--- src/verilog/acp_pkg.sv ---
// Package: constants and carriers for the serial configuration port
package acp_pkg;

    // ----------------------------------------
    // Frame layout
    // ----------------------------------------
    localparam int unsigned FRAME_BITS   = 16;
    localparam int unsigned CNT_W        = 4;
    localparam int unsigned RW_POS       = 15;
    localparam int unsigned A6_POS       = 14;
    localparam int unsigned ADDR_MSB     = 13;
    localparam int unsigned ADDR_LSB     = 8;
    localparam int unsigned DATA_BITS    = 8;

    // ----------------------------------------
    // Register offsets
    // ----------------------------------------
    localparam logic [5:0] OFF_CLK_DIVIDE = 6'h06;
    localparam logic [5:0] OFF_REF_DELAY  = 6'h07;
    localparam logic [5:0] OFF_POWER_CTRL = 6'h08;

    // ----------------------------------------
    // Field positions and reset values
    // ----------------------------------------
    localparam int unsigned PD_CHA_POS   = 7;
    localparam int unsigned PD_CHB_POS   = 6;
    localparam int unsigned STANDBY_PIN_POS     = 5;
    localparam int unsigned SWRST_POS    = 0;
    localparam logic [1:0] RST_CLK_DIV   = 2'h0;
    localparam logic [2:0] RST_REF_DELAY = 3'h0;
    localparam logic [7:0] RST_POWER     = 8'h00;
    localparam logic [7:0] POWER_WMASK   = 8'hF8;

    // ----------------------------------------
    // Divider codes and skew step
    // ----------------------------------------
    localparam logic [1:0] DIV_CODE_2    = 2'h1;
    localparam logic [1:0] DIV_CODE_4    = 2'h3;
    localparam int unsigned SKEW_STEP_PS = 60;

    typedef enum logic [1:0] {
        ACP_DIV1,
        ACP_DIV2,
        ACP_DIV4
    } acp_div_t;

    typedef struct packed {
        logic chan_a_off;
        logic chan_b_off;
        logic standby;
        logic global_off;
    } acp_power_t;

    typedef struct packed {
        logic [2:0] sclk_sync;
        logic [1:0] sen_sync;
        logic [1:0] din_sync;
        logic [1:0] rst_sync;
        logic [CNT_W-1:0] bit_cnt;
        logic [FRAME_BITS-2:0] shift;
        logic       read_frame;
        logic [7:0] rd_data;
        logic       sdo;
        logic       sdo_oe_n;
        logic [1:0] clk_div;
        logic [2:0] ref_delay;
        logic [7:0] power;
        logic [3:0] pins_s1;
        logic [3:0] pins_s2;
        acp_power_t pwr;
        acp_div_t   div_mode;
        logic [9:0] skew_ps;
    } acp_state_t;

endpackage : acp_pkg

--- src/verilog/acp_config_port.sv ---
// Serial configuration port with register set and power-down control
`timescale 1ns/100ps

module acp_config_port (
    input  wire logic                clk,
    input  wire logic                rstn,
    input  wire logic                clk_en,
    input  wire logic                reset_pin,
    input  wire logic                serial_clk,
    input  wire logic                serial_select_n,
    input  wire logic                serial_in_line,
    output logic                     serial_out_line,
    output logic                     serial_out_oe_n,
    input  wire logic                powerdown_select_first,
    input  wire logic                powerdown_select_second,
    input  wire logic                global_powerdown_pin,
    input  wire logic                standby_pin,
    output acp_pkg::acp_power_t      power_state,
    output acp_pkg::acp_div_t        sample_clock_divide,
    output logic [2:0]               reference_input_skew,
    output logic [9:0]               reference_skew_ps
);

    acp_pkg::acp_state_t st_ff;
    acp_pkg::acp_state_t nxt_st;

    // ----------------------------------------
    // Next state
    // ----------------------------------------
    logic                             sclk_rise;
    logic                             sclk_fall;
    logic                             selected;
    logic [acp_pkg::FRAME_BITS-1:0]   word;
    logic [5:0]                       addr;
    logic [7:0]                       rd_sel;

    always_comb begin
        nxt_st    = st_ff;
        sclk_rise = st_ff.sclk_sync[1] & ~st_ff.sclk_sync[2];
        sclk_fall = ~st_ff.sclk_sync[1] & st_ff.sclk_sync[2];
        selected  = ~st_ff.sen_sync[1];
        word      = {st_ff.shift, st_ff.din_sync[1]};
        addr      = word[acp_pkg::ADDR_MSB-acp_pkg::ADDR_LSB:0];
        nxt_st.sclk_sync = {st_ff.sclk_sync[1:0], serial_clk};
        nxt_st.sen_sync  = {st_ff.sen_sync[0], serial_select_n};
        nxt_st.din_sync  = {st_ff.din_sync[0], serial_in_line};
        nxt_st.pins_s1   = {powerdown_select_first, powerdown_select_second,
                            global_powerdown_pin, standby_pin};
        nxt_st.pins_s2   = st_ff.pins_s1;
        nxt_st.rst_sync  = {st_ff.rst_sync[0], reset_pin};
        nxt_st.power[acp_pkg::SWRST_POS] = 1'b0;
        case (addr)
            acp_pkg::OFF_CLK_DIVIDE: rd_sel = {6'h00, st_ff.clk_div};
            acp_pkg::OFF_REF_DELAY:  rd_sel = {5'h00, st_ff.ref_delay};
            acp_pkg::OFF_POWER_CTRL: rd_sel = st_ff.power;
            default:                 rd_sel = 8'h00;
        endcase
        if (!selected) begin
            nxt_st.bit_cnt    = '0;
            nxt_st.read_frame = 1'b0;
            nxt_st.sdo_oe_n   = 1'b1;
        end else if (sclk_rise) begin
            nxt_st.shift   = word[acp_pkg::FRAME_BITS-2:0];
            nxt_st.bit_cnt = st_ff.bit_cnt + 1'b1;
            nxt_st.rd_data = {st_ff.rd_data[6:0], 1'b0};
            if (st_ff.bit_cnt == acp_pkg::CNT_W'(acp_pkg::ADDR_LSB - 1)) begin
                nxt_st.read_frame = st_ff.shift[acp_pkg::ADDR_LSB-2];
                nxt_st.rd_data    = rd_sel;
            end
            if (st_ff.bit_cnt == acp_pkg::CNT_W'(acp_pkg::FRAME_BITS - 1)) begin
                nxt_st.read_frame = 1'b0;
                if (!word[acp_pkg::RW_POS]) begin
                    case (word[acp_pkg::ADDR_MSB:acp_pkg::ADDR_LSB])
                        acp_pkg::OFF_CLK_DIVIDE: nxt_st.clk_div = word[1:0];
                        acp_pkg::OFF_REF_DELAY:  nxt_st.ref_delay = word[2:0];
                        acp_pkg::OFF_POWER_CTRL: nxt_st.power = word[7:0] & (acp_pkg::POWER_WMASK | 8'h01);
                        default: ;
                    endcase
                end
            end
        end else if (sclk_fall) begin
            nxt_st.sdo      = st_ff.rd_data[7];
            nxt_st.sdo_oe_n = ~st_ff.read_frame;
        end
        if (st_ff.power[acp_pkg::SWRST_POS] || st_ff.rst_sync[1]) begin
            nxt_st.clk_div   = acp_pkg::RST_CLK_DIV;
            nxt_st.ref_delay = acp_pkg::RST_REF_DELAY;
            nxt_st.power     = acp_pkg::RST_POWER;
        end
        // Pin or register, whichever asks, powers down a channel or standby; global power-down comes from the pins only
        nxt_st.pwr.global_off = st_ff.pins_s2[1] | (st_ff.pins_s2[3] & st_ff.pins_s2[2]);
        nxt_st.pwr.chan_a_off = st_ff.power[acp_pkg::PD_CHA_POS]
                              | (st_ff.pins_s2[3] & ~st_ff.pins_s2[2]);
        nxt_st.pwr.chan_b_off = st_ff.power[acp_pkg::PD_CHB_POS]
                              | (~st_ff.pins_s2[3] & st_ff.pins_s2[2]);
        nxt_st.pwr.standby    = st_ff.power[acp_pkg::STANDBY_PIN_POS] | st_ff.pins_s2[0];
        case (st_ff.clk_div)
            acp_pkg::DIV_CODE_2: nxt_st.div_mode = acp_pkg::ACP_DIV2;
            acp_pkg::DIV_CODE_4: nxt_st.div_mode = acp_pkg::ACP_DIV4;
            default:             nxt_st.div_mode = acp_pkg::ACP_DIV1;
        endcase
        nxt_st.skew_ps = 10'(st_ff.ref_delay * acp_pkg::SKEW_STEP_PS);
    end

    // ----------------------------------------
    // State register
    // ----------------------------------------
    always_ff @(posedge clk) begin
        if (!rstn) begin
            st_ff          <= '0;
            st_ff.sen_sync <= 2'h3;
            st_ff.sdo_oe_n <= 1'b1;
            st_ff.div_mode <= acp_pkg::ACP_DIV1;
        end else if (clk_en) begin
            st_ff <= nxt_st;
        end
    end

    assign serial_out_line      = st_ff.sdo;
    assign serial_out_oe_n      = st_ff.sdo_oe_n;
    assign power_state          = st_ff.pwr;
    assign sample_clock_divide  = st_ff.div_mode;
    assign reference_input_skew = st_ff.ref_delay;
    assign reference_skew_ps    = st_ff.skew_ps;
endmodule // acp_config_port

--- config.mk ---
export PLATFORM = sky130hd
export DESIGN_NAME = acp_config_port
export DESIGN_NICKNAME = d
export VERILOG_FILES = /design/src/verilog/acp_pkg.sv /design/src/verilog/acp_config_port.sv
export SDC_FILE = /design/constraint.sdc
export NUM_CORES = 1
export LEC_CHECK = 0
export ABC_AREA = 1
export BUFFER_PORTS_ARGS = -buffer_cell sky130_fd_sc_hd__buf_2
export CAP_MARGIN = 20
export CORE_ASPECT_RATIO = 1.2
export CORE_MARGIN = 10
export CORE_UTILIZATION = 45
export CTS_CLUSTER_DIAMETER = 60
export DETAILED_ROUTE_END_ITERATION = 8
export PLACE_DENSITY = 0.65
export SLEW_MARGIN = 20
export SYNTH_ARGS = -nofsm -noshare
export SYNTH_HDL_FRONTEND = slang
export SYNTH_SLANG_ARGS = --single-unit
--- constraint.sdc ---
create_clock -name clk -period 2.66 [get_ports clk]
set_clock_uncertainty 0.15 [all_clocks]
set_input_delay 0.532 -clock clk [delete_from_list [all_inputs] [get_ports clk]]
set_output_delay 0.532 -clock clk [all_outputs]
set_load 0.02 [all_outputs]
==> results.yml, run 1 <==
clock_tree:
  clkTransAtPathRegs_ns: 0.08
  cts_sinks: 71
  cts_tree: "done"
  cts_buffers: 9
  htreeDepth: 3
  cts_max_path_buffers: 2
  cts_resized: 0
  clkLatencyLatePin_ns: 0.35
  post_cts_buffers: 0
  cts_root_buf: "clkbuf_8"
  postCtsHoldBufs: 0
synthesis:
  synth_seq_cells: 71
  ys.warnings.count: 0
  syn_area_mm2: 0.00332
  yosysSeqAreaShare_pct: 42.8
  syn_area_per_cell_um2: 7.39
  syn_inst: 449
  synth.distinct_cells: 30
  post-synth-top-area-cell: "dfxtp_1"
  yosys.area.top_type_share_pct: 42.8
  synth.area.top_cells: "dfxtp_1 (43%), o21ai_0 (8.4%), nor2_1 (7.1%), nand2_1 (6.9%), a21oi_1 (5.9%)"
floorplanning:
  dieArea_mm2: 0.0112
  fp.dieH_um: 114
  die_w_um: 98.4
  num_rows: 34
  initial_core_util_pct: 45.9
  ios: 32
  design.core.area_mm2: 0.00723
drt:
  met3_length_um: 343
  top_layer: "met4"
  wl_met2_mm: 3.42
  drt_iter0_drc: 208
  wl_mm: 7.30
  ant_nets: 0
  vias: 2774
  drt-met1-wl_mm: 3.45
  dr.pass1.iters: 4
  avgViaCountPerCell: 5.03
  routedWlPerCell_um: 13.2
  drc: 0
global_routing:
  grt_max_degree: 52
  antenna_found_initial: 0
  grt.overflow.total: 0
  grt_usage_pct: 13.1
  grt_pass1_wl_mm: 12.4
  grt_pass1_vias: 2679
min_path:
  hp-class: "input pin to register"
  holdCritStartpoint: "serial_select_n"
pwr:
  irDropWorstVdd_v: 0.000288
  p_leak_nw: 1.53
  total_power_w: 0.00209
  power_density_mw_per_mm2: 585
sta:
  maxClockFrequency_ghz: 0.455
  maxSlewViolCount: 0
  hold_slack_ns: 0.244
  hold_violations: 0
  setup_viol: 0
  rsz0062_at_grt: "no"
  finalSetupTns_ns: 0
  min_period_over_period_pct: 82.6
  period_needed_ns: 2.20
placed_design:
  dpl-instance-area_mm2: 0.00338
  dp_hpwl_mm: 5.16
  port_buffers: 28
  gp_congestion: 0.834
outcome:
  outcome: "finished, final reports clean"
layout:
  multi_input_area_mm2: 0.00152
  n_antenna_cell: 0
  fin_nets: 477
  drive_gt1_share_pct: 13.9
  fin_area_mm2: 0.00357
  seq_area_mm2: 0.00142
  syn_to_final_growth_pct: 7.54
  fillers: 732
setup_path:
  path_class: "register to register"
  crit_path_start: "reference_input_skew[1]"
  r2r-start: "reference_input_skew[1]"
  worstPathMaxFanout: 7
  worst_ep_arrival_time_ns: 2.29
  cp.required_ns: 2.76
  critPathCaptureType: "register"
  cp-start-kind: "register"
flow_run:
  cap_violations: 0
==> Yosys cell counts, drive strengths merged <==
master and instances:
ha 7, nand4 10, clkbuf 10, conb 1, fa 3, a21o 1
nand2 64, nor3 3, dfxtp 71, xnor2 1, a31oi 8, nand3 29
a21oi 40, nand3b 1, o21ai 59, clkinv 2, buf 28, inv 41
xor2 1, nor2 69
==> power breakdown <==
part | leakage, nW | internal, W | total (W) | switching, W
combinational | 0.858 | 0.0000551 | 0.000176 | 0.000121
clock | 0.0885 | 0.000366 | 0.000788 | 0.000422
sequential | 0.579 | 0.00110 | 0.00112 | 0.0000250
==> layer usage <==
metal,vias to the layer above,track usage [%]
li1,1460,-
met1,1259,16.0
met2,47,21.8
met3,8,3.74
met4,0,4.11
met5,-,0
==> sequential cells by signal (all words and copies together), names as in the netlist <==
signal,cells
st_ff,38
nxt_st,9
reference_skew_ps,7
addr,6
power_state,4
reference_input_skew,3
sample_clock_divide,2
serial_out_line,1
serial_out_oe_n,1
==> critical path: stages (launching register included) <==
cell and delay [ns]:
dfxtp_1 0.39, fa_1 0.59, ha_1 0.18, inv_1 0.05, fa_1 0.40, xnor2_1 0.14
o21ai_0 0.15, inv_1 0.05
==> worst paths after layout <==
path	endpoint	slack, ns	cells past startpoint
worst max-delay path	reference_skew_ps[6]	0.46	7
worst min-delay path	nxt_st[72]	0.24	3
worst max register to register	reference_skew_ps[6]	0.46	7
worst min register to register	sample_clock_divide[0]	0.31	2
==> metrics by stage <==
| step | worst slack [ns] | cells | util [%] |
|---|---|---|---|
| 6_report | 0.462 | 551 | 49.3 |
| 5_1_grt | 0.275 | 551 | 49.3 |
| 4_1_cts | 0.456 | 551 | 49.3 |
| 3_5_place_dp | 0.468 | 535 | 46.8 |
| 3_3_place_gp | 0.510 | 535 | 46.8 |
| 2_1_floorplan | 0.584 | 451 | - |
==> cell usage in the layout (no fill, tap or decap), types with 4 or more instances in the layout <==
cell type	n
ha_1	7
a31oi_1	8
nand3_1	28
buf_4	4
inv_2	4
a21oi_1	39
inv_1	37
nor2_1	63
nand4_1	9
buf_2	28
o21ai_0	56
dfxtp_1	71
nand2_1	61
clkbuf_8	10
==> final cells by class <==
type | count | area share [%]
clock inverters | 6 | 1.30
repair buffers | 32 | 4.77
clock buffers | 10 | 3.86
flip-flops and latches | 71 | 39.8
multi-input cells | 299 | 42.6
inverters | 43 | 4.52
well taps | 90 | 3.16
==> cell families (layout without fill, tap and decap cells) <==
| logic type | Yosys count | in the layout | share of synthesized area [%] |
|---|---|---|---|
| other cells | 1 | 3 | 0.113 |
| buf+inv | 81 | 91 | 11.6 |
| fa+ha+maj | 10 | 10 | 4.45 |
| compound gates | 108 | 108 | 17.0 |
| simple gates | 176 | 176 | 23.5 |
| flops | 71 | 71 | 42.8 |
| xor+xnor | 2 | 2 | 0.528 |
(Power assumes the default switching activity.)
==> inputs of run 2 (changes only) <==
ABC_AREA = 0   (was 1)
PLACE_DENSITY = 0.68   (was 0.65)
clock period = 2 ns   (was 2.66 ns; I/O delays follow)
==> results.yml, run 2 <==
setup_path:
  worst-path-buf-inv: 1
  cp_top_family: "adder cells"
  critical_path.cell_chain: "fa_1, ha_2, inv_2, fa_2, nand2_1, o211a_1"
  ff2ff_path_depth: 6
  worstPathMaxFanout: 2
  cp-start-kind: "register"
  cp.required_ns: 2.10
  worst_ep_arrival_time_ns: 2.14
  path_class: "register to register"
  regToRegSetupSlack_ns: -0.04
  critPathMaxStageDelay_ns: 0.56
  crit_slowest_cell: "fa_1"
  r2r_end: "reference_skew_ps[5]"
  critPathCaptureType: "register"
  r2r-start: "reference_input_skew[1]"
flow_run:
  cap_violations: 0
pwr:
  clockPowerShare_pct: 40.7
  netSwitchingFraction_pct: 26.3
  seqPwrFrac_pct: 54.1
  p_leak_nw: 1.51
  internal-power_w: 0.00197
  power_density_mw_per_mm2: 726
  total_power_w: 0.00268
  p_sw_w: 0.000703
  combPwrFrac_pct: 5.2
  irDropWorstVdd_v: 0.000406
synthesis:
  post-synth-top-area-cell: "dfxtp_1"
  ys.flop_type: "dfxtp_1"
  synth.distinct_cells: 51
  ys.warnings.count: 0
  synth_top_cells_by_count: "dfxtp_1 (71), nand2_1 (38), nor2b_1 (23)"
  post-synth-top-count-cell: "dfxtp_1"
  syn_inst: 345
  syn_area_mm2: 0.00329
  synth_enable_flop_cells: 0
  syn_area_per_cell_um2: 9.54
  synth.area.top_cells: "dfxtp_1 (43%), mux2i_1 (6.7%), nor2b_1 (4.4%), buf_4 (4.3%), nand2_1 (4.3%)"
  async_reset_ff_share_pct: 0
  yosys.area.top_type_share_pct: 43.2
  yosysSeqAreaShare_pct: 43.2
  synth_seq_cells: 71
floorplanning:
  fp.dieH_um: 114
  design.core.area_mm2: 0.00719
  dieArea_mm2: 0.0112
  ios: 32
  die_w_um: 98.1
  num_rows: 34
  initial_core_util_pct: 45.8
layout:
  mostFrequentLayoutCells: "dfxtp_1 (69), nand2_1 (38), buf_2 (28)"
  final_util_pct: 51.3
  seq_area_mm2: 0.00142
  multi_input_area_mm2: 0.00166
  top_register: "st_ff"
  fillers: 683
  fin_area_mm2: 0.00369
  largest_reg_flops: 38
  n_antenna_cell: 0
  final_common_cell: "dfxtp_1"
  fin_nets: 386
  drive_gt1_share_pct: 23.2
  syn_to_final_growth_pct: 12.1
min_path:
  holdCritStartpoint: "serial_select_n"
  hp-class: "input pin to register"
  whs_endpoint: "nxt_st[72]"
  hold_depth: 3
outcome:
  violations: "setup timing"
  outcome: "finished with violations"
sta:
  setup_slack_ns: -0.0397
  hold_slack_ns: 0.123
  maxSlewViolCount: 0
  maxSlewHeadroom_pct: 58.6
  period_needed_ns: 2.04
  hold_violations: 0
  tightest_slew_ns: 0.615
  setup_viol: 2
  rsz0062_at_grt: "yes"
  maxClockFrequency_ghz: 0.490
  min_period_over_period_pct: 102
placed_design:
  port_buffers: 28
  gp_congestion: 0.772
  dpl-instance-area_mm2: 0.00347
  dp_hpwl_mm: 4.44
clock_tree:
  cts_root_buf: "clkbuf_8"
  clkLatencyLatePin_ns: 0.35
  cts_sinks: 71
  postCtsHoldBufs: 0
  htreeDepth: 3
  cts_tree: "done"
  cts_max_path_buffers: 2
  clkTransAtPathRegs_ns: 0.09
  cts_buffers: 9
drt:
  top_layer: "met4"
  drt-met1-wl_mm: 2.85
  wl_mm: 6.33
  met3_length_um: 327
  avgViaCountPerCell: 5.22
  vias: 2400
  dr.pass1.iters: 4
  wl_met2_mm: 3.03
  ant_nets: 0
  routedWlPerCell_um: 13.8
  drt_iter0_drc: 69
  drc: 0
global_routing:
  grt.overflow.total: 0
  grt_usage_pct: 11.9
  grt_pass1_wl_mm: 11.0
  grt_max_degree: 49
  grt_pass1_vias: 2401
  antenna_found_initial: 0
[run 2: cell count changes in the layout (fill, tap and decap cells not counted), moves of 23 or more]
cell	delta
nor2b_1	+23
nand2_1	-23
o21ai_0	-37
a21oi_1	-24
inv_1	-29
nor2_1	-51
nand3_1	-25
[run 2: final cells by class]
type                       instances  area share, %
multi-input combinational        228           45.0
sequential                        71           38.6
timing repair buffer              45           7.26
clock buffer                       9           3.36
tap                               90           3.05
clock inverter                     7           1.76
inverter                          10           1.02
[run 2: cells by family (layout without fill, tap and decap cells)]
family,Yosys count,after routing,share of synthesized area (%)
adders and majority gates,10,10,4.48
buffers and inverters,48,71,8.02
other,1,3,0.114
muxes,24,24,7.37
xor gates and xnor gates,1,1,0.266
DFF,71,71,43.2
and+or+nand+nor,109,109,20.1
AOI/OAI and AO/OA,81,81,16.5
[run 2: repair_timing]
| action | 4_1_cts | 5_1_grt |
|---|---|---|
| gates resized for setup | 3 | 4 |
| endpoints found under the setup margin | 3 | 7 |
| pin swaps | 5 | 2 |
| setup buffers | 1 | 0 |
[run 2: how the worst max path moves through the flow]
stage,startpoint,to,slack [ns],cells after the start
finish,reference_input_skew[1],reference_skew_ps[5],-0.04,6
global route,reference_input_skew[1],reference_skew_ps[6],-0.12,7
CTS,reference_input_skew[1],reference_skew_ps[5],-0.05,6
detailed placement,reference_input_skew[2],reference_skew_ps[5],-0.07,6
global placement,reference_input_skew[2],reference_skew_ps[5],-0.03,6
floorplan,reference_input_skew[2],reference_skew_ps[5],-0.05,6
[run 2: layer usage]
layer  up-vias  GRT usage, %
li1       1232             -
met1      1119          13.3
met2        38          19.6
met3        11          3.99
met4         0          6.21
met5         -             0
[run 2: tightest hold or removal path: stages]
cell and delay [ns]:
buf_2 0.07, mux2i_1 0.06, nand2_1 0.07
[run 2: power groups by stage]
stage               Combinational (W)  Clock (W)  Sequential [W]
floorplan                    0.000117          0         0.00148
global placement             0.000138          0         0.00148
detailed placement           0.000141          0         0.00148
CTS                          0.000141    0.00112         0.00145
global route                 0.000156    0.00117         0.00145
finish                       0.000140    0.00109         0.00145
[run 2: through the flow]
step           worst slack [ns]  setup TNS, ns  instances
4_1_cts                 -0.0453        -0.0827        460
5_1_grt                  -0.121         -0.393        460
6_report                -0.0397        -0.0782        460
2_1_floorplan           -0.0524        -0.0957        347
3_5_place_dp            -0.0711         -0.168        443
3_3_place_gp            -0.0343        -0.0628        443
